$ cat src/abs_pos_pkg.sv
package abs_pos_pkg;

	// clock and timing figures
	localparam int unsigned CLK_KHZ        = 250000;
	localparam int unsigned REQ_WAIT_MS    = 100;
	localparam int unsigned SETTLE_MS      = 25;
	localparam int unsigned REQ_WAIT_CYC   = REQ_WAIT_MS * CLK_KHZ;
	localparam int unsigned SETTLE_CYC     = SETTLE_MS * CLK_KHZ;
	localparam int unsigned TIMER_W        = 32;

	// power-up check happens once synchronisers have settled
	localparam logic [3:0]  PU_CHECK_CYC   = 4'h8;

	// initial incremental pulse pacing: clocks per quadrature edge
	localparam logic [7:0]  PULSE_DIV      = 8'h04;

	// multiturn count limits
	localparam logic signed [15:0] MT_MAX  = 16'sh7fff;
	localparam logic signed [15:0] MT_MIN  = 16'sh8000;
	localparam logic signed [15:0] MT_ZERO = 16'sh0000;

	// serial frame layout
	localparam int unsigned FRAME_BYTES    = 8;
	localparam logic [2:0]  FRAME_LAST     = 3'h7;
	localparam logic [7:0]  FRAME_SYNC     = 8'h55;
	localparam logic [7:0]  FRAME_END      = 8'h0d;
	localparam int unsigned STAT_BATT_BIT  = 0;
	localparam int unsigned STAT_SETUP_BIT = 1;
	localparam int unsigned STAT_INCR_BIT  = 2;

	// buffer shape
	localparam int unsigned FIFO_WIDTH     = 8;
	localparam int unsigned FIFO_DEPTH     = 16;

	// encoder usage select encodings
	localparam logic        USAGE_ABSOLUTE = 1'b0;
	localparam logic        USAGE_INCREMENTAL = 1'b1;

	// transfer sequencer states
	typedef enum logic [7:0] {
		ST_PWRUP  = 8'h01,
		ST_IDLE   = 8'h02,
		ST_WAIT   = 8'h04,
		ST_SEND   = 8'h08,
		ST_DRAIN  = 8'h10,
		ST_PULSE  = 8'h20,
		ST_SETTLE = 8'h40,
		ST_RUN    = 8'h80
	} xfer_state_t;

endpackage

$ cat src/byte_fifo.sv
`timescale 1ns/1ps
`default_nettype none
module byte_fifo #(
	parameter int unsigned WIDTH = 8,
	parameter int unsigned DEPTH = 16
) (
	input  wire logic             mclk_in,
	input  wire logic             srst_in,
	input  wire logic             in_valid_in,
	input  wire logic [WIDTH-1:0] in_data_in,
	output logic                  in_ready_out,
	output logic                  out_valid_out,
	output logic      [WIDTH-1:0] out_data_out,
	input  wire logic             out_ready_in
);
	localparam int unsigned AW = $clog2(DEPTH);

	logic [WIDTH-1:0] mem_q [DEPTH];
	logic [AW-1:0]    wr_q;
	logic [AW-1:0]    rd_q;
	logic [AW:0]      cnt_q;
	logic             push;
	logic             pop;

	// honest flags straight from the fill count
	assign in_ready_out  = (cnt_q != (AW+1)'(DEPTH));
	assign out_valid_out = (cnt_q != '0);
	assign out_data_out  = mem_q[rd_q];
	assign push          = in_valid_in && in_ready_out;
	assign pop           = out_valid_out && out_ready_in;

	// storage, written by index
	always_ff @(posedge mclk_in)
	begin
		if (push)
		begin
			mem_q[wr_q] <= in_data_in;
		end
	end

	// pointers and fill count
	always_ff @(posedge mclk_in)
	begin
		if (srst_in)
		begin
			wr_q  <= '0;
			rd_q  <= '0;
			cnt_q <= '0;
		end
		else
		begin
			if (push)
			begin
				wr_q <= (wr_q == AW'(DEPTH-1)) ? '0 : wr_q + 1'b1;
			end
			if (pop)
			begin
				rd_q <= (rd_q == AW'(DEPTH-1)) ? '0 : rd_q + 1'b1;
			end
			cnt_q <= cnt_q + (AW+1)'(push) - (AW+1)'(pop);
		end
	end
endmodule
`default_nettype wire

$ cat src/frame_byte.sv
`timescale 1ns/1ps
`default_nettype none
module frame_byte
	import abs_pos_pkg::*;
(
	input  wire logic [2:0]         idx_in,
	input  wire logic signed [15:0] turns_in,
	input  wire logic [15:0]        pos_in,
	input  wire logic [7:0]         status_in,
	output logic [7:0]              byte_out
);
	// xor check over the payload bytes
	function automatic logic [7:0] frame_check(
		input logic [15:0] t,
		input logic [15:0] p,
		input logic [7:0]  s
	);
		frame_check = t[15:8] ^ t[7:0] ^ p[15:8] ^ p[7:0] ^ s;
	endfunction

	// fixed eight-byte layout, sync byte then multiturn count, big end first
	always_comb
	begin
		unique case (idx_in)
			3'h0: byte_out = FRAME_SYNC;
			3'h1: byte_out = turns_in[15:8];
			3'h2: byte_out = turns_in[7:0];
			3'h3: byte_out = pos_in[15:8];
			3'h4: byte_out = pos_in[7:0];
			3'h5: byte_out = status_in;
			3'h6: byte_out = frame_check(turns_in, pos_in, status_in);
			3'h7: byte_out = FRAME_END;
		endcase
	end
endmodule
`default_nettype wire

$ cat src/abs_position_handshake.sv
// Functional notes
// - Count spans +32767..-32768; forward past top wraps to -32768.
// - Reverse past -32768 wraps the count to +32767.
// - Request low at power-up; raising it asks for absolute data.
// - Request rise sends multiturn count, then initial incremental pulses.
// - Servo-on refused and baseblock shown until the transfer finishes.
// - Usage select picks absolute (default) or plain incremental operation.
// - Incremental operation ignores the request input and the battery.
// - Usage select change takes effect only after a power cycle.
// - Battery below about 2.7 V raises the battery-low alarm.
// - Battery checked only at power-up, never while running.
// - Battery alarm stays set until the next power cycle.
// - Lost backup with control power off demands a fresh encoder setup.
// - Multiturn position travels as eight serial bytes to the host.
// - About 25 ms after the last initial incremental pulse, normal pulse output begins.
`timescale 1ns/1ps
`default_nettype none
module abs_position_handshake
	import abs_pos_pkg::*;
#(
	parameter int unsigned REQ_WAIT = REQ_WAIT_CYC,
	parameter int unsigned SETTLE   = SETTLE_CYC
) (
	input  wire logic        mclk_in,
	input  wire logic        srst_in,
	input  wire logic        absolute_data_request_in,
	input  wire logic        encoder_usage_select_in,
	input  wire logic        battery_low_in,
	input  wire logic        backup_lost_in,
	input  wire logic        servo_on_req_in,
	input  wire logic        enc_a_in,
	input  wire logic        enc_b_in,
	input  wire logic [15:0] turns_preset_in,
	input  wire logic        rev_fwd_in,
	input  wire logic        rev_rev_in,
	input  wire logic [15:0] turn_pos_in,
	output logic [7:0]       ser_data_out,
	output logic             ser_valid_out,
	input  wire logic        ser_ready_in,
	output logic             pulse_a_out,
	output logic             pulse_b_out,
	output logic             servo_on_out,
	output logic             baseblock_out,
	output logic             battery_alarm_out,
	output logic             setup_needed_out,
	output logic             incremental_mode_out,
	output logic             xfer_done_out,
	output logic signed [15:0] turns_out
);

	////////////////////////////////////////////////////////////////
	// pin synchronisers

	logic [1:0] req_s_q;
	logic [1:0] usage_s_q;
	logic [1:0] batt_s_q;
	logic [1:0] lost_s_q;
	logic [1:0] son_s_q;
	logic [1:0] enca_s_q;
	logic [1:0] encb_s_q;
	logic       req_d1_q;

	// two flops per pin; only the second stage is read below
	always_ff @(posedge mclk_in)
	begin
		if (srst_in)
		begin
			req_s_q   <= 2'h0;
			usage_s_q <= 2'h0;
			batt_s_q  <= 2'h0;
			lost_s_q  <= 2'h0;
			son_s_q   <= 2'h0;
			enca_s_q  <= 2'h0;
			encb_s_q  <= 2'h0;
			req_d1_q  <= 1'b0;
		end
		else
		begin
			req_s_q   <= {req_s_q[0], absolute_data_request_in};
			usage_s_q <= {usage_s_q[0], encoder_usage_select_in};
			batt_s_q  <= {batt_s_q[0], battery_low_in};
			lost_s_q  <= {lost_s_q[0], backup_lost_in};
			son_s_q   <= {son_s_q[0], servo_on_req_in};
			enca_s_q  <= {enca_s_q[0], enc_a_in};
			encb_s_q  <= {encb_s_q[0], enc_b_in};
			req_d1_q  <= req_s_q[1];
		end
	end

	logic req_rise;
	assign req_rise = req_s_q[1] && !req_d1_q;

	////////////////////////////////////////////////////////////////
	// power-up check

	logic [3:0] pu_cnt_q;
	logic       pu_check;
	logic       usage_q;
	logic       batt_alarm_q;
	logic       setup_q;

	assign pu_check = (pu_cnt_q == PU_CHECK_CYC - 4'h1);

	// counts once after reset, then parks; reset stands for power-up
	always_ff @(posedge mclk_in)
	begin
		if (srst_in)
		begin
			pu_cnt_q <= 4'h0;
		end
		else if (pu_cnt_q != PU_CHECK_CYC)
		begin
			pu_cnt_q <= pu_cnt_q + 4'h1;
		end
	end

	always_ff @(posedge mclk_in)
	begin
		if (srst_in)
		begin
			usage_q <= USAGE_ABSOLUTE;
		end
		else if (pu_check)
		begin
			usage_q <= usage_s_q[1];
		end
	end

	always_ff @(posedge mclk_in)
	begin
		if (srst_in)
		begin
			batt_alarm_q <= 1'b0;
		end
		else if (pu_check)
		begin
			batt_alarm_q <= batt_s_q[1] && (usage_s_q[1] == USAGE_ABSOLUTE);
		end
	end

	always_ff @(posedge mclk_in)
	begin
		if (srst_in)
		begin
			setup_q <= 1'b0;
		end
		else if (pu_check)
		begin
			setup_q <= lost_s_q[1] && (usage_s_q[1] == USAGE_ABSOLUTE);
		end
	end

	////////////////////////////////////////////////////////////////
	// multiturn revolution count

	logic signed [15:0] turns_q;

	always_ff @(posedge mclk_in)
	begin
		if (srst_in)
		begin
			turns_q <= MT_ZERO;
		end
		else if (pu_check)
		begin
			// a lost backup has no count worth loading
			turns_q <= lost_s_q[1] ? MT_ZERO : $signed(turns_preset_in);
		end
		else if (rev_fwd_in && !rev_rev_in)
		begin
			turns_q <= (turns_q == MT_MAX) ? MT_MIN : turns_q + 16'sh0001;
		end
		else if (rev_rev_in && !rev_fwd_in)
		begin
			turns_q <= (turns_q == MT_MIN) ? MT_MAX : turns_q - 16'sh0001;
		end
	end

	////////////////////////////////////////////////////////////////
	// transfer sequencer

	xfer_state_t        state_q;
	logic [TIMER_W-1:0] timer_q;
	logic [2:0]         idx_q;
	logic signed [15:0] snap_turns_q;
	logic [15:0]        snap_pos_q;
	logic [15:0]        pulse_left_q;
	logic [7:0]         div_q;
	logic [1:0]         phase_q;
	logic               timer_done;
	logic [7:0]         frame_byte_w;
	logic [7:0]         status_w;
	logic               fifo_in_ready;
	logic               fifo_out_valid;
	logic               push;
	logic               edge_tick;

	assign timer_done = (timer_q == '0);
	assign push       = (state_q == ST_SEND) && fifo_in_ready;
	assign edge_tick  = (div_q == '0);

	always_comb
	begin
		status_w                 = 8'h00;
		status_w[STAT_BATT_BIT]  = batt_alarm_q;
		status_w[STAT_SETUP_BIT] = setup_q;
		status_w[STAT_INCR_BIT]  = usage_q;
	end

	// state register; one concern, next state picked inline
	always_ff @(posedge mclk_in)
	begin
		if (srst_in)
		begin
			state_q <= ST_PWRUP;
		end
		else
		begin
			unique case (state_q)
				ST_PWRUP:
					if (pu_cnt_q == PU_CHECK_CYC)
					begin
						state_q <= (usage_q == USAGE_INCREMENTAL) ? ST_RUN
							: ST_IDLE;
					end
				ST_IDLE:
					if (req_rise)
					begin
						state_q <= ST_WAIT;
					end
				ST_WAIT:
					if (timer_done)
					begin
						state_q <= ST_SEND;
					end
				ST_SEND:
					if (push && idx_q == FRAME_LAST)
					begin
						state_q <= ST_DRAIN;
					end
				ST_DRAIN:
					if (!fifo_out_valid)
					begin
						state_q <= ST_PULSE;
					end
				ST_PULSE:
					if (pulse_left_q == '0)
					begin
						state_q <= ST_SETTLE;
					end
				ST_SETTLE:
					if (timer_done)
					begin
						state_q <= ST_RUN;
					end
				ST_RUN:
					// a fresh rise in absolute use repeats the transfer
					if (req_rise && usage_q == USAGE_ABSOLUTE)
					begin
						state_q <= ST_WAIT;
					end
			endcase
		end
	end

	// wait timer, loaded on entry to each timed phase
	always_ff @(posedge mclk_in)
	begin
		if (srst_in)
		begin
			timer_q <= '0;
		end
		else if ((state_q == ST_IDLE || state_q == ST_RUN) && req_rise)
		begin
			timer_q <= TIMER_W'(REQ_WAIT - 1);
		end
		else if (state_q == ST_PULSE && pulse_left_q == '0)
		begin
			timer_q <= TIMER_W'(SETTLE - 1);
		end
		else if (!timer_done)
		begin
			timer_q <= timer_q - 1'b1;
		end
	end

	always_ff @(posedge mclk_in)
	begin
		if (srst_in)
		begin
			snap_turns_q <= MT_ZERO;
			snap_pos_q   <= 16'h0000;
		end
		else if ((state_q == ST_IDLE || state_q == ST_RUN) && req_rise
			&& usage_q == USAGE_ABSOLUTE)
		begin
			snap_turns_q <= turns_q;
			snap_pos_q   <= turn_pos_in;
		end
	end

	// byte index walks the frame while the buffer accepts
	always_ff @(posedge mclk_in)
	begin
		if (srst_in)
		begin
			idx_q <= 3'h0;
		end
		else if (state_q == ST_WAIT)
		begin
			idx_q <= 3'h0;
		end
		else if (push)
		begin
			idx_q <= idx_q + 3'h1;
		end
	end

	////////////////////////////////////////////////////////////////
	// initial incremental pulses

	always_ff @(posedge mclk_in)
	begin
		if (srst_in)
		begin
			pulse_left_q <= 16'h0000;
			div_q        <= 8'h00;
			phase_q      <= 2'h0;
		end
		else if (state_q == ST_DRAIN)
		begin
			// one pulse per count of in-turn position
			pulse_left_q <= snap_pos_q;
			div_q        <= PULSE_DIV - 8'h01;
			phase_q      <= 2'h0;
		end
		else if (state_q == ST_PULSE && pulse_left_q != '0)
		begin
			div_q <= edge_tick ? PULSE_DIV - 8'h01 : div_q - 8'h01;
			if (edge_tick)
			begin
				// gray step keeps only one line moving per edge
				unique case (phase_q)
					2'h0: phase_q <= 2'h1;
					2'h1: phase_q <= 2'h3;
					2'h3: phase_q <= 2'h2;
					2'h2: phase_q <= 2'h0;
				endcase
				if (phase_q == 2'h2)
				begin
					pulse_left_q <= pulse_left_q - 16'h0001;
				end
			end
		end
	end

	// quadrature outputs: generated during the initial burst,
	// mirrored encoder lines in normal running
	always_ff @(posedge mclk_in)
	begin
		if (srst_in)
		begin
			pulse_a_out <= 1'b0;
			pulse_b_out <= 1'b0;
		end
		else if (state_q == ST_RUN)
		begin
			pulse_a_out <= enca_s_q[1];
			pulse_b_out <= encb_s_q[1];
		end
		else
		begin
			pulse_a_out <= phase_q[0];
			pulse_b_out <= phase_q[1];
		end
	end

	////////////////////////////////////////////////////////////////
	// servo interlock and status

	always_ff @(posedge mclk_in)
	begin
		if (srst_in)
		begin
			servo_on_out  <= 1'b0;
			baseblock_out <= 1'b1;
		end
		else
		begin
			servo_on_out  <= (state_q == ST_RUN) && son_s_q[1];
			baseblock_out <= !((state_q == ST_RUN) && son_s_q[1]);
		end
	end

	// status outputs, all registered
	always_ff @(posedge mclk_in)
	begin
		if (srst_in)
		begin
			battery_alarm_out    <= 1'b0;
			setup_needed_out     <= 1'b0;
			incremental_mode_out <= 1'b0;
			xfer_done_out        <= 1'b0;
			turns_out            <= MT_ZERO;
		end
		else
		begin
			battery_alarm_out    <= batt_alarm_q;
			setup_needed_out     <= setup_q;
			incremental_mode_out <= usage_q;
			xfer_done_out        <= (state_q == ST_RUN);
			turns_out            <= turns_q;
		end
	end

	////////////////////////////////////////////////////////////////
	// serial frame into the buffer

	frame_byte u_frame (
		.idx_in    (idx_q),
		.turns_in  (snap_turns_q),
		.pos_in    (snap_pos_q),
		.status_in (status_w),
		.byte_out  (frame_byte_w)
	);

	// a slow host stalls the sequencer in ST_DRAIN until the buffer empties
	byte_fifo #(
		.WIDTH (FIFO_WIDTH),
		.DEPTH (FIFO_DEPTH)
	) u_fifo (
		.mclk_in       (mclk_in),
		.srst_in       (srst_in),
		.in_valid_in   (state_q == ST_SEND),
		.in_data_in    (frame_byte_w),
		.in_ready_out  (fifo_in_ready),
		.out_valid_out (fifo_out_valid),
		.out_data_out  (ser_data_out),
		.out_ready_in  (ser_ready_in)
	);

	assign ser_valid_out = fifo_out_valid;

endmodule
`default_nettype wire

$ cat config.mk
export PLATFORM = sky130hd
export DESIGN_NAME = abs_position_handshake
export DESIGN_NICKNAME = d
export VERILOG_FILES = /design/src/abs_pos_pkg.sv /design/src/byte_fifo.sv /design/src/frame_byte.sv /design/src/abs_position_handshake.sv
export SDC_FILE = /design/constraint.sdc
export NUM_CORES = 1
export LEC_CHECK = 0
export BUFFER_PORTS_ARGS = -buffer_cell sky130_fd_sc_hd__buf_2
export CAP_MARGIN = 20
export CELL_PAD_IN_SITES_DETAIL_PLACEMENT = 1
export CELL_PAD_IN_SITES_GLOBAL_PLACEMENT = 1
export CORE_ASPECT_RATIO = 0.9
export CORE_UTILIZATION = 30
export DETAILED_ROUTE_END_ITERATION = 8
export PLACE_DENSITY = 0.58
export SYNTH_ARGS = -nofsm -noshare
export SYNTH_HDL_FRONTEND = slang
export SYNTH_HIERARCHICAL = 1
export SYNTH_SLANG_ARGS = --single-unit
$ cat constraint.sdc
create_clock -name mclk_in -period 2.8 [get_ports mclk_in]
set_input_delay 0.14 -clock mclk_in [delete_from_list [all_inputs] [get_ports mclk_in]]
set_output_delay 0.14 -clock mclk_in [all_outputs]
set_load 0.1 [all_outputs]
[Word-level counts from Yosys, hierarchy flattened]
Memory sizes are Yosys's and may differ from the RTL's. A register that Yosys moved wholly into a read port is not among the register bits.
Index checks and enable logic that the tools add are counted.
Word-level totals
  register bits after elaboration: 176
  latch bits: 0
  RAM bits: 128
  ROM bits: 0
  bits of input ports: 44
  output and inout port bits: 33
  word-level logic and storage cells: 163
  memories kept: 1
Memories
  u_fifo.mem_q: depth 16, width 8, read ports 1, clocked after Yosys merged registers in 1, wr ports 1, RTL line byte_fifo.sv:18  | logic [WIDTH-1:0] mem_q [DEPTH];
Cells by class
  add/subtract/negate cells: 11
  $mul: 0
  divide/modulo/power cells: 0
  order comparisons: 0
  equal/unequal tests: 36
  shift-type cells: 0
  multiplexer cells: 36
  bitwise logic cells: 6
  reduce and logical (&&, ||, !) cells: 37
Operator list (count)
  $mux 16: 10
  $pmux 8 s8: 2
  $mux 8: 10
  $mux 25: 3
  $eq 16x16->1 const B: 2
  $logic_not 32->1: 1
  $sub 32x1->32 const B: 1
  $xor 8x8->8: 3
  $add 16x2->16 const B: 1
  $logic_not 16->1: 1
  $mux 4: 4
  $ne 2x2->1 const B: 8
  $reduce_bool 16->1: 1
  $sub 16x1->16 const B: 1
  $sub 16x2->16 const B: 1
  $logic_and 1x1->1: 14
  $add 4x1->4 const B: 3
  $eq 3x3->1 const B: 4
  $eq 4x4->1 const B: 3
  $eq 8x1->1 const B: 1
  $eq 8x2->1 const B: 1
  $eq 8x3->1 const B: 1
  $eq 8x4->1 const B: 1
  $eq 8x5->1 const B: 1
  other kinds (34): 48

[Logic depth before layout (Yosys ltp)]
Gate-level depths: netlist (run 1).
  word-level depth: 5
  gate-level depth with buffers: 15
  depth with buffers taken out: 14

[Cells and area by module]
The synthesis (run 1) kept the hierarchy.
By module, submodules not included
  abs_position_handshake: times used 1, cells an instance 947, area each 7776.2 µm², seq. area each 3263.1 µm²
  byte_fifo: times used 1, cells an instance 307, area each 5825.6 µm², seq. area each 4184.0 µm²
  frame_byte: times used 1, cells an instance 94, area each 709.4 µm², seq. area each 0.0 µm²

[Worst setup path after synthesis (run 1)]
No wires, ideal clock.
  kind: register -> register
  start: register u_fifo.cnt_q[3]
  end: register u_fifo.cnt_q[4]
  setup time: 117 ps
  arrival: 2965 ps
  setup slack: -281 ps
  stages on the path, launching flop included: 16
  buffers on the path: 1
  clock period less this slack: 3081 ps
  cell sequence: dfxtp_1 -> inv_1 -> ha_1 -> or4b_1 -> clkbuf_2 -> nand2_1 -> inv_1 -> ha_1 -> inv_1 -> ha_1 -> inv_1 -> fa_1 -> nor2b_1 -> o21bai_1 -> a21oi_1 -> nor3b_1
On the way
  elaborated cells on any way between the ends: 6
  classes of those cells: add/sub: 2; eq/ne: 1; reduce/logical: 3
RTL lines
  start: declaration: RTL line byte_fifo.sv:21  | logic [AW:0] cnt_q;
  start signal: assignment: RTL line byte_fifo.sv:60  | cnt_q <= cnt_q + (AW+1)'(push) - (AW+1)'(pop);
  $reduce_bool 5->1: RTL line byte_fifo.sv:27  | assign out_valid_out = (cnt_q != '0);
  named net ser_valid_out: RTL line abs_position_handshake.sv:38  | output logic ser_valid_out,
  $logic_and 1x1->1: RTL line byte_fifo.sv:30  | assign pop = out_valid_out && out_ready_in;
  $sub 5x1->5: RTL line byte_fifo.sv:60
The timed path passes the listed nets, and every way through them passes these cells.
A chain may end at the register's enable or synchronous reset.

==> results.txt, run 1 <==
- The share of the Yosys chip area taken by registers is between 50% and 60%.
- Leakage dissipation: 0.00629 uW
* Final ANT Viol Nets: 0
- Mean instance size in the synthesized netlist: ~11 sq um
- The initial utilization of the core area, before any placement, comes to between 30% and 40%.
- Commonest cells post-synth: 180 x sky130_fd_sc_hd__dfxtp_1, 140 x sky130_fd_sc_hd__nand2_1, 128 x sky130_fd_sc_hd__edfxtp_1
* Hold Path Cell Cnt: 3
* Post-route DRC: 0
- For the finished layout, the period the worst path requires is ~2.7 ns.
- Setup Slack @ Placement: -0.0169 ns
- Number of vias per cell: between 5 and 6
- # port buffers: 76
* Gate Count Post-Synth: between 1k and 1.5k
* Peak ir drop on the vdd network: approximately 0.4 mV
- The first global-routing pass estimated ~65000 um of wire.
- Largest net degree at the start of global routing: between 70 and 80
- For the pin with the worst max-slew slack, the measured transition is around 0.84 ns.
- Cells taking the most area after synthesis: sky130_fd_sc_hd__edfxtp_1 27%, sky130_fd_sc_hd__dfxtp_1 25%, sky130_fd_sc_hd__a21oi_1 3.8%
- Tightest hold margin: roughly 0.026 ns
- After the first detailed-routing iteration, the DRC count stood at 512.
- By startpoint and endpoint, the worst setup path is classified as register to primary output.
- Number of warning messages in the yosys log: 6
- Global Route Usage Sum: between 10% and 20%
- Measured along the x axis, the die boundary spans roughly 230 um.
- Worst slew margin: 44.2%
* Leading cell type by number of instances after synthesis: sky130_fd_sc_hd__dfxtp_1
- Number of flops mapped to enable cells by yosys: 128
- Destination of the critical timing path: ser_data_out[5]
* Total gr overflow: 0
- Area taken by multi-input logic gates: 6440 sq um
- Setup total negative slack on the finished layout was measured at 0 ns.
- In the synthesized netlist the dominant register cell turns out to be sky130_fd_sc_hd__dfxtp_1.
- The congestion estimate from routability-driven global placement came to 0.798.
- Max Cap Viol: 0
- The worst register-to-register path begins at u_fifo/cnt_q[3].
* Clock tree root driver cell: sky130_fd_sc_hd__clkbuf_16
- The via count of the first global-routing pass is 11.5k.
* Placement Rows: 75
- The flow ran to the end, and the final reports show no timing, DRC or antenna violations.
- Ratio of cells with drive above 1 in the final layout: roughly 17%
- Derived from the worst setup path, the maximum achievable clock frequency is ~370 MHz.
* TritonCTS Sinks: 308
- Data arrival, critical path: 2.55 ns
- Final period util: a little over nine tenths
* Critical path launch point type: register
- Capturing element type of the critical path: primary output
- CTS built an H-tree with a depth of 2.
- The worst path meets setup with roughly 0.11 ns of slack.
- Number of antenna cells inserted: 0
- For flop-to-flop paths, the worst setup slack is ~0.11 ns.
- Power density relative to cell area: 805 nW/um^2
* DR WL/cell: approximately 19 um
* Synth Cell Area: between 10000 and 15000 sq um
* Count of cell types in the netlist: 88
- HPWL after DPL: roughly 28000 um
- The path class of the tightest hold or removal check is primary input to register.
- Filler instances: approximately 5.2k
- Net count reported at finish: 1563
- The endpoint identified for the worst register-to-register timing path is u_fifo/cnt_q[4].
- In this run the standard cell core region covers ~47000 sq um.
- Of all flip-flops after synthesis, the portion carrying an async set or reset was 0%.
* CTS clock-pin slew for the worst setup and hold paths: ~0.06 ns
- Detailed-router iteration count before antenna repair: 4
- Overall die area: 48600 sq um
- Clock buffer count from CTS: 37
- The number of endpoints with negative hold slack in the final report came to 0.
* CP max FO: 25
* Required time worst endpoint: about 2.7 ns
- Fin. max-slew vios: 0
* Synth area leader: sky130_fd_sc_hd__edfxtp_1
- Setup repair after global routing could not meet its margin everywhere.
* Post-synth top area share: between 20% and 30%
- The floorplan step set the die height to ~210 um.
* Detailed Route WL: just over 40000 um
* R2R cell count: 14
- Share of the core filled with cells: 37.2%
- Synth Register Bits: around 300
- Buffers from clock root to sink, at most: 3
* Skew-Pair Late Insertion Delay: approximately 0.53 ns
* Clock tree from TritonCTS: built
- Fin Clk Skew: 0.0114 ns
* Layout overhead on the synthesized area: 21.7%
- Antenna violations before repair: 0
- Setup violations remaining at the end of the flow were counted as 0.
* Number of primary I/O pins: slightly below 80
- The sequential cells in the finished layout cover a total of 7450 sq um.
- Number of vias in the routed layout: around 11k
critical path: stages (launching register included):
cell and delay, ns:
sky130_fd_sc_hd__dfxtp_4 0.45, sky130_fd_sc_hd__buf_12 0.26, sky130_fd_sc_hd__mux4_1 0.59, sky130_fd_sc_hd__a22oi_1 0.32, sky130_fd_sc_hd__nand2_1 0.09, sky130_fd_sc_hd__buf_2 0.30
metal layers:
metal | wire (um) | vias to the layer above | part of all wire, % | track usage [%]
li1 | - | 5230 | - | -
met1 | 19800 | 5486 | 48 | 23.5
met2 | 19200 | 157 | 47 | 27.9
met3 | 1310 | 50 | 3.2 | 2.55
met4 | 668 | 0 | 1.6 | 3.90
met5 | 0 | - | 0 | 0
registers in the layout, summed over array words and instances (netlist names), 3 cells and up, named ones only:
| register | cells |
|---|---|
| state_q | 8 |
| snap_turns_q | 16 |
| turns_out | 16 |
| u_fifo/wr_q | 4 |
| pulse_left_q | 16 |
| timer_q | 32 |
| idx_q | 3 |
| u_fifo/cnt_q | 5 |
| div_q | 8 |
| pu_cnt_q | 4 |
| u_fifo/mem_q | 128 |
| snap_pos_q | 16 |
| turns_q | 16 |
| u_fifo/rd_q | 4 |
cells in the final DEF (no fill, tap or decap), drive strengths merged, types with 32 or more instances in the layout:
master / n
inv: 36
xnor2: 59
nor2b: 48
nand3: 35
clkbuf: 46
nor3: 32
buf: 142
a21oi: 109
nand2: 141
edfxtp: 128
nor2: 98
dfxtp: 180
dlygate4sd3: 35
mux4: 32
what timing repair did:
| item | in CTS | in global routing |
|---|---|---|
| setup endpoints to repair | 6 | 3 |
| setup buffers | 1 | 2 |
| endpoints found under the hold margin | 38 | 0 |
| pin swaps | 0 | 3 |
| hold buffers | 35 | 0 |
| gates resized for setup | 2 | 12 |
where the power goes:
part / internal (uW) / switching (uW)
combinational: 1450 / 2020
clock: 3300 / 1970
sequential: 4950 / 336
metrics by stage:
stage / area [sq um] / total power, uW / instances
2_1_floorplan: 14400 / 7900 / 1357
3_3_place_gp: 15700 / 8660 / 2034
3_5_place_dp: 15700 / 8730 / 2034
4_1_cts: 17400 / 14200 / 2138
5_1_grt: 17400 / 14800 / 2140
6_report: 17400 / 14000 / 2140
final cells by class:
cell class / instances / share of cell area, %
clock buffers: 45 / 5.96
well taps: 616 / 4.42
flip-flops and latches: 308 / 42.8
clock inverters: 23 / 1.76
multi-input cells: 936 / 36.9
inverters: 34 / 0.733
repair buffers: 178 / 7.40
how the worst min path moves through the flow:
stage                              startpoint               to
after floorplan                       srst_in  u_fifo/cnt_q[0]
after global placement         backup_lost_in      lost_s_q[0]
after detailed placement       backup_lost_in      lost_s_q[0]
after CTS                 turns_preset_in[13]      turns_q[13]
after global routing      turns_preset_in[14]      turns_q[14]
final                     turns_preset_in[14]      turns_q[14]
cell families (layout without fill, tap and decap cells):
kind of cell / count (synthesis) / after routing / synth area share, %
XOR/XNOR: 90 / 90 / 5.60
buffers and inverters: 113 / 280 / 3.50
multiplexers: 44 / 44 / 6.29
flip-flops: 308 / 308 / 52.0
adder cells (fa/ha/maj): 24 / 24 / 2.15
other: 1 / 10 / 0.0262
AND/OR/NAND/NOR: 514 / 514 / 19.0
AO/OA/AOI/OAI: 254 / 254 / 11.4
No activity file was read; power rests on OpenSTA's default activity.
==> inputs of run 2 (changes only) <==
--- a/config.mk
+++ b/config.mk
@@ -5,14 +5,16 @@
 export SDC_FILE = /design/constraint.sdc
 export NUM_CORES = 1
 export LEC_CHECK = 0
+export ABC_AREA = 1
 export BUFFER_PORTS_ARGS = -buffer_cell sky130_fd_sc_hd__buf_2
 export CAP_MARGIN = 20
 export CELL_PAD_IN_SITES_DETAIL_PLACEMENT = 1
 export CELL_PAD_IN_SITES_GLOBAL_PLACEMENT = 1
 export CORE_ASPECT_RATIO = 0.9
 export CORE_UTILIZATION = 30
+export CTS_BUF_LIST = sky130_fd_sc_hd__clkbuf_4
 export DETAILED_ROUTE_END_ITERATION = 8
-export PLACE_DENSITY = 0.58
+export PLACE_DENSITY = 0.62
 export SYNTH_ARGS = -nofsm -noshare
 export SYNTH_HDL_FRONTEND = slang
 export SYNTH_HIERARCHICAL = 1
==> run 2 against run 1 <==
- clock skew grew 0.065 ns
- via count rose by 37%
- register-to-register slack gained 0.15 ns
- highest routed layer unchanged
- hold slack better by 0.074 ns
- critical path depth increased by 4
- synthesized area is 12% higher
- core utilization is 1.0 points lower
==> results.txt, run 2 <==
- Run status: finished clean
- Detailed-router iteration count before antenna repair: 5 (+1)
* Buffers from clock root to sink, at most: 3 (unchanged)
* Placement Rows: 80 (+6.7%)
- Final period util: 93.7% (-2.5 points)
- Clock buffer count from CTS: 90 (+140%)
- Number of primary I/O pins: 77 (unchanged)
* TritonCTS Sinks: 308 (unchanged)
* Number of vias in the routed layout: 15.0k (+37%)
- The data required time of the critical path was 2.66 ns (about the same).
- Setup repair after global routing missed its margin: yes
- The DRC violations left is 0 (unchanged).
* Worst min-delay path startpoint: turn_pos_in[14]
- Among all flip-flop cells after synthesis, the most frequent one is sky130_fd_sc_hd__dfxtp_1.
* Fin Clk Skew: 0.0767 ns (+0.0652 ns)
- The post-layout net count was 2444 (+56%).
* CTS clock-pin slew for the worst setup and hold paths: 0.08 ns (+0.02 ns)
* Global Route Usage Sum: 19.6% (+2.5 points)
- The post-CTS setup buffer count is 0 (-1).
- Register with the most flip-flops: u_fifo/mem_q
* Number of flops mapped to enable cells by yosys: 128 (unchanged)
- Final non-filler cell total: 3145 (+47%)
- The total number of H-tree levels came to 3 (+1).
- The total of buffers placed on input and output ports came to 76 (unchanged).
* Peak ir drop on the vdd network: 0.323 mV (-17%)
- Tightest hold margin: 0.0994 ns (+0.0737 ns)
- Largest net degree at the start of global routing: 68 (-9.3%)
* HPWL after DPL: 35800 um (+28%)
- Capturing element type of the critical path: primary output
* Power density relative to cell area: 867 nW/um^2 (+7.6%)
- The wire length reported by the detailed router was 52500 um (+28%).
- Data arrival, critical path: 2.48 ns (-0.07 ns)
- Layout overhead on the synthesized area: 19.3%
* Starting Density: 30.3% (-0.22 points)
* Actual slew at the worst max-slew pin: 0.731 ns (-0.107 ns)
- The synthesis-stage register bit count came to 308 (unchanged).
- The height of the die came to 221 um (+5.8%).
- Instance count after placement with tap cells included: 2906 (+43%)
- Async S/R FF share, synth: 0% (unchanged)
- Classification of the worst-slack hold path: primary input to register
- Final GP Congestion: 0.834 (+4.5%)
- TritonCTS built the clock tree.
* Number of vias per cell: 4.76 (-6.7%)
* Endpoints failing hold: 0 (unchanged)
- The max-cap violation count was 0 (unchanged).
- Fin. max-slew vios: 0 (unchanged)
- The global route total overflow is 0 (unchanged).
- The critical path is of the register to primary output type.
- Antenna violations before repair: 2 (+2)
- Portion of the post-synthesis area used by sequential elements: 46.4% (-5.6 points)
* Overall die area: 54400 sq um (+12%)
* DRT iter0 DRCs: 631 (+23%)
* Leakage dissipation: 0.00866 uW (+38%)
- DR WL/cell: 16.7 um (-13%)
- The fraction of synthesized cell area taken by the top area cell type was 24.0% (-2.9 points).
* Setup total negative slack: 0 ns (unchanged)
- Die X-Extent: 246 um (+5.8%)
- First-pass GRT wire length: 84100 um (+29%)
* Max Fclk: 381 MHz (+2.7%)
- The biggest area contributor in the post-synthesis netlist is sky130_fd_sc_hd__edfxtp_1.
- CP max FO: 40 (+60%)
* Count of cell types in the netlist: 55 (-38%)
- Skew-Pair Late Insertion Delay: 0.86 ns (+0.33 ns)
- Origin of the critical flop-to-flop path: turns_q[5]
- Clock tree root driver cell: sky130_fd_sc_hd__clkbuf_4
* Shortest clock period the worst path allows after layout: 2.62 ns (-0.0710 ns)
- The worst max-slew margin expressed relative to the limit is 51.1% (+7.0 points).
- The core box area came to 52900 sq um (+13%).
- Regs by FF count: u_fifo/mem_q: 128 flops, timer_q: 32 flops
- The combined area of all synthesized cells was 16000 sq um (+12%).
* Cells taking the most area after synthesis: sky130_fd_sc_hd__edfxtp_1 24%, sky130_fd_sc_hd__dfxtp_1 22%, sky130_fd_sc_hd__nand2_1 14%
- The number of standard cells after synthesis was 2160 (+60%).
- The count of synthesis-stage warnings from yosys was 6 (unchanged).
* Final count of negative-setup-slack endpoints: 0 (unchanged)
- The final antenna-violating net count is 0 (unchanged).
- Mean instance size in the synthesized netlist: 7.42 sq um (-30%)
- The share of final-layout standard cells stronger than drive strength 1 was 14.0% (-3.3 points).
- Via count of the first global-routing pass: 15.8k (+38%)
* Leading cell types in the layout, fill and taps excluded: 617 x sky130_fd_sc_hd__nand2_1, 268 x sky130_fd_sc_hd__nor2_1, 239 x sky130_fd_sc_hd__inv_1, 207 x sky130_fd_sc_hd__nand3_1, 179 x sky130_fd_sc_hd__dfxtp_1
* Max FFs per register: 128 (unchanged)
- The commonest cells after synthesis are 617 x sky130_fd_sc_hd__nand2_1, 268 x sky130_fd_sc_hd__nor2_1, 240 x sky130_fd_sc_hd__inv_1.
- Most common library cell in the layout ignoring fill and taps: sky130_fd_sc_hd__nand2_1
- Leading cell type by number of instances after synthesis: sky130_fd_sc_hd__nand2_1
* Critical path launch point type: register
## run 2: report_power, final
| part | total (uW) | switching (uW) | internal (uW) |
|---|---|---|---|
| registers | 5570 | 460 | 5110 |
| clock network | 4130 | 2120 | 2010 |
| logic | 6880 | 4710 | 2170 |
| total | 16600 | 7290 | 9290 |
## run 2: layer usage
metal | GRT usage [%] | part of all wire [%] | up-vias | wire length (um)
li1 | - | - | 7409 | -
met1 | 26.1 | 49 | 7222 | 25500
met2 | 31.1 | 45 | 263 | 23800
met3 | 3.77 | 3.8 | 88 | 1990
met4 | 7.27 | 2.5 | 0 | 1290
met5 | 0 | 0 | - | 0
## run 2: cells by family after synthesis
group,share of synthesized area [%]
and+or+nand+nor,33.0
buffers and inverters,8.85
DFF,46.4
AOI/OAI and AO/OA,8.01
xor gates and xnor gates,1.75
adders and majority gates,1.92
other,0.0234
## run 2: critical path: stages, from the launching register on
cell and delay (ns):
sky130_fd_sc_hd__dfxtp_2 0.40, sky130_fd_sc_hd__inv_8 0.16, sky130_fd_sc_hd__buf_16 0.23, sky130_fd_sc_hd__nand2_1 0.08
sky130_fd_sc_hd__nand2_1 0.07, sky130_fd_sc_hd__nand2_1 0.05, sky130_fd_sc_hd__nand3_1 0.16, sky130_fd_sc_hd__nand3_1 0.12
sky130_fd_sc_hd__nand2_1 0.14, sky130_fd_sc_hd__buf_6 0.24
## run 2: worst paths after layout
kind                     end  slack [ns]  cells past startpoint
max          ser_data_out[1]        0.18                      9
min           snap_pos_q[14]         0.1                      4
max reg2reg      turns_q[10]        0.26                     10
min reg2reg      batt_s_q[1]        0.39                      2
## run 2: layout make-up
cell class	count	area, sq um
antenna	5	12.5
clock buffer	113	848
clock inverter	46	230
fill	6589	33700
inverter	259	996
multi-input combinational	1530	7220
sequential	308	7450
tap	697	872
timing repair buffer	187	1510
## run 2: repair_timing
item | 4_1_cts | 5_1_grt
endpoints found under the hold margin | 115 | 0
gates cloned | 0 | 1
resized for setup | 11 | 10
setup endpoints to repair | 8 | 7
hold buffers | 74 | 0
## run 2: metrics by stage
stage	util [%]	power (uW)	setup slack (ns)	cell area (sq um)
floorplan	-	10800	0.0207	16100
global placement	32.6	12200	0.415	17200
detailed placement	32.6	12300	0.284	17200
CTS	36.1	16700	0.0171	19100
global route	36.2	17900	-0.0142	19100
finish	36.2	16600	0.177	19100
==> inputs of run 3 (changes only) <==
--- a/config.mk
+++ b/config.mk
@@ -14,7 +14,7 @@
 export CORE_UTILIZATION = 30
 export CTS_BUF_LIST = sky130_fd_sc_hd__clkbuf_4
 export DETAILED_ROUTE_END_ITERATION = 8
-export PLACE_DENSITY = 0.62
+export PLACE_DENSITY = 0.59
 export SYNTH_ARGS = -nofsm -noshare
 export SYNTH_HDL_FRONTEND = slang
 export SYNTH_HIERARCHICAL = 1
==> constraint.sdc (replaced) <==
create_clock -name mclk_in -period 2.9 [get_ports mclk_in]
set_input_delay 0.145 -clock mclk_in [delete_from_list [all_inputs] [get_ports mclk_in]]
set_output_delay 0.145 -clock mclk_in [all_outputs]
set_load 0.1 [all_outputs]
==> run 3 against run 2 <==
- sequential share of layout area fell by 0.27 points
- global-route usage is essentially flat
- sequential power down 3.8%
- critical endpoint is now ser_data_out[0]
- largest cell class unchanged
- largest power group unchanged
- highest routed layer unchanged
==> results.txt, run 3 (synthesis results as in run 2) <==
* Setup Slack @ Placement: 0.445 ns (+0.160 ns)
- The vias after detailed routing is 14.9k (-0.27%).
- Fraction of power consumed by combinational cells: 40.8% (-0.7 points)
* CTS clock-pin slew for the worst setup and hold paths: 0.06 ns (-0.02 ns)
* Ratio of cells with drive above 1 in the final layout: 14.2% (+0.20 points)
- Instance count after placement with tap cells included: 2901 (-0.17%)
- Cells traversed along the worst timing path: buf_12, nand2_1, nand2_1, nand2_1, nand3_1, nand3_1, nand2_1, buf_2
- Post-Layout Inst Area: 19300 sq um (+0.69%)
- The placed wire-length estimate came to 36200 um (+1.1%).
- Data arrival, critical path: 2.52 ns (+0.04 ns)
* Overall die area: 54400 sq um (unchanged)
* Number of primary I/O pins: 77 (unchanged)
* Critical path launch point type: register
- Hold Path Cell Cnt: 4 (unchanged)
* Part of the power in registers: 33.1% (-0.5 points)
* Most common library cell in the layout ignoring fill and taps: sky130_fd_sc_hd__nand2_1
- The TritonCTS buffer count came to 91 (+1.1%).
- The placer's final routability congestion estimate was 0.854 (+2.4%).
* Fin Clk Skew: 0.0554 ns (-0.0213 ns)
- Max FFs per register: 128 (unchanged)
- The wire length reported by the detailed router is 52100 um (-0.85%).
* DR WL/cell: 16.5 um (-1.3%)
- Max Fclk: ~380 MHz
* Detailed-router iteration count before antenna repair: 4 (-1)
- Setup fix buffers added after clock tree synthesis: 0 (unchanged)
- Final ANT Viol Nets: 0 (unchanged)
* Register with the most flip-flops: u_fifo/mem_q
* Register cell area after layout: 7450 sq um (unchanged)
* Final period util: between 90% and 100%
- Total gr overflow: 0 (unchanged)
- Critical Path Max Stage Delay: 0.42 ns (+0.02 ns)
- Final WS setup: 0.240 ns (+0.0627 ns)
- Regs by FF count: u_fifo/mem_q: 128 flops, timer_q: 32 flops
- Fin. max-slew vios: 0 (unchanged)
* Setup Crit Path Kind: register to primary output
- The data required time of the critical path is 2.76 ns (+0.10 ns).
- The largest fanout on the critical path was 67 (+68%).
* Leakage dissipation: 0.00877 uW (+1.3%)
- The number of endpoints with negative hold slack in the final report is 0 (unchanged).
- Cell at the slowest stage of the critical path: sky130_fd_sc_hd__buf_2
- Setup repair after global routing missed its margin: no
- The run finished with clean final reports.
* Number of vias per cell: 4.73 (-0.75%)
* Worst slew margin: 44.6% (-6.5 points)
- Net count reported at finish: 2453 (+0.37%)
* Classification of the worst-slack hold path: primary input to register
- The total global routing track utilization is 19.5% (-0.049 points).
- Filler instances: 6585 (-0.061%)
* Shortest clock period the worst path allows after layout: 2.66 ns
- The length in cells of the worst reg-to-reg path was 6 (-4).
* Die X-Extent: 246 um (unchanged)
- Starting Density: 30.3% (unchanged)
- Post-route DRC: 0 (unchanged)
* Total net switching power: 7040 uW (-3.4%)
* Actual slew at the worst max-slew pin: 0.830 ns (+0.0992 ns)
- Capturing element type of the critical path: primary output
- The number of core rows came to 80 (unchanged).
- TritonCTS built the clock tree.
- Switch share: 43.5% (-0.49 points)
- Relative to the synthesized area, the layout overhead comes to 20.2%.
- Total power after layout: 16200 uW (-2.3%)
- The largest net degree at the start of global routing came to 70 (+2.9%).
- The sink count of the clock tree is 308 (unchanged).
* Skew-Pair Late Insertion Delay: 0.88 ns (+0.02 ns)
- The share of power burned in the clock network came to 26.1% (+1.2 points).
- The initial antenna violation count was 2 (unchanged).
- The global-route wire length before repair came to 83600 um (-0.65%).
* Clock tree root driver cell: sky130_fd_sc_hd__clkbuf_4
- The multi-input gate area in the final layout is 7220 sq um (unchanged).
- Final count of negative-setup-slack endpoints: 0 (unchanged)
* Cell Area, Placed: 17200 sq um (-0.15%)
* Via count of the first global-routing pass: 15.6k (-1.6%)
- Cell repeated most along the worst path: sky130_fd_sc_hd__nand2_1
* Deepest level of the CTS H-tree: 3 (unchanged)
- The core box area came to 52900 sq um (unchanged).
- The max-cap violation count came to 0 (unchanged).
- DRT iter0 DRCs: 671 (+6.3%)
- Final non-filler cell total: 3160 (+0.48%)
- The internal power summed over all cells is 9160 uW (-1.4%).
- The maximum VDD drop came to 0.440 mV (+36%).
- Die height: 221 um (unchanged)
- Buffers from clock root to sink, at most: 3 (unchanged)
- Power density relative to cell area: 841 nW/um^2 (-3.0%)
* Leading cell types in the layout, fill and taps excluded: 617 x sky130_fd_sc_hd__nand2_1, 268 x sky130_fd_sc_hd__nor2_1, 239 x sky130_fd_sc_hd__inv_1, 207 x sky130_fd_sc_hd__nand3_1, 179 x sky130_fd_sc_hd__dfxtp_1
* Setup total negative slack: 0 ns (unchanged)
- The total of buffers placed on input and output ports came to 76 (unchanged).
[run 3: cell count changes in the layout (fill, tap and decap cells not counted), sizes merged]
cell,before,now
inv,258,262
dlygate4sd3,74,88
buf,112,100
clkinvlp,4,0
clkbuf,114,137
clkinv,42,32
[run 3: metrics by stage]
step	hold WS [ns]	util, %
after floorplan	0.212	-
after global placement	0.349	32.5
after detailed placement	0.352	32.5
after CTS	0.00346	36.4
after global routing	0.0508	36.5
final	0.0900	36.5
[run 3: worst paths after layout]
path                        from         endpoint  slack [ns]
setup / recovery        register  ser_data_out[0]        0.24
hold / removal    turn_pos_in[7]    snap_pos_q[7]        0.09
setup reg to reg     pu_cnt_q[0]       turns_q[3]        0.28
hold reg to reg       son_s_q[0]       son_s_q[1]        0.40
[run 3: area by class of cell]
cell class / count / share of cell area, %
timing repair buffer: 195 / 8.10
tap: 697 / 4.53
sequential: 308 / 38.7
clock buffer: 130 / 5.07
clock inverter: 36 / 1.00
antenna: 5 / 0.0649
multi-input combinational: 1530 / 37.5
inverter: 259 / 5.13
[run 3: power by group through the flow]
stage                     sequential (uW)  combinational (uW)  clock [uW]
after floorplan                      5400                4980           0
after global placement               5430                6370           0
after detailed placement             5450                6500           0
after CTS                            5360                6630        4410
after global routing                 5420                7410        4630
final                                5360                6600        4230
[run 3: what timing repair did]
| action | 4_1_cts | 5_1_grt |
|---|---|---|
| hold buffers | 88 | 0 |
| gates resized for setup | 1 | 7 |
| endpoints found under the setup margin | 8 | 7 |
| endpoints found under the hold margin | 150 | 0 |
[run 3: critical path: cells and delay by family, from the launching register on]
| family | cells | cell delay (ns) |
|---|---|---|
| buffers and inverters | 2 | 0.69 |
| AND/OR/NAND/NOR | 6 | 0.56 |
| flip-flops | 1 | 0.36 |
[run 3: routing by layer]
layer	GRT usage (%)	part of all wire (%)
met5	0	0
met4	5.79	2.0
met3	4.43	3.6
met2	31.7	46
met1	25.6	48
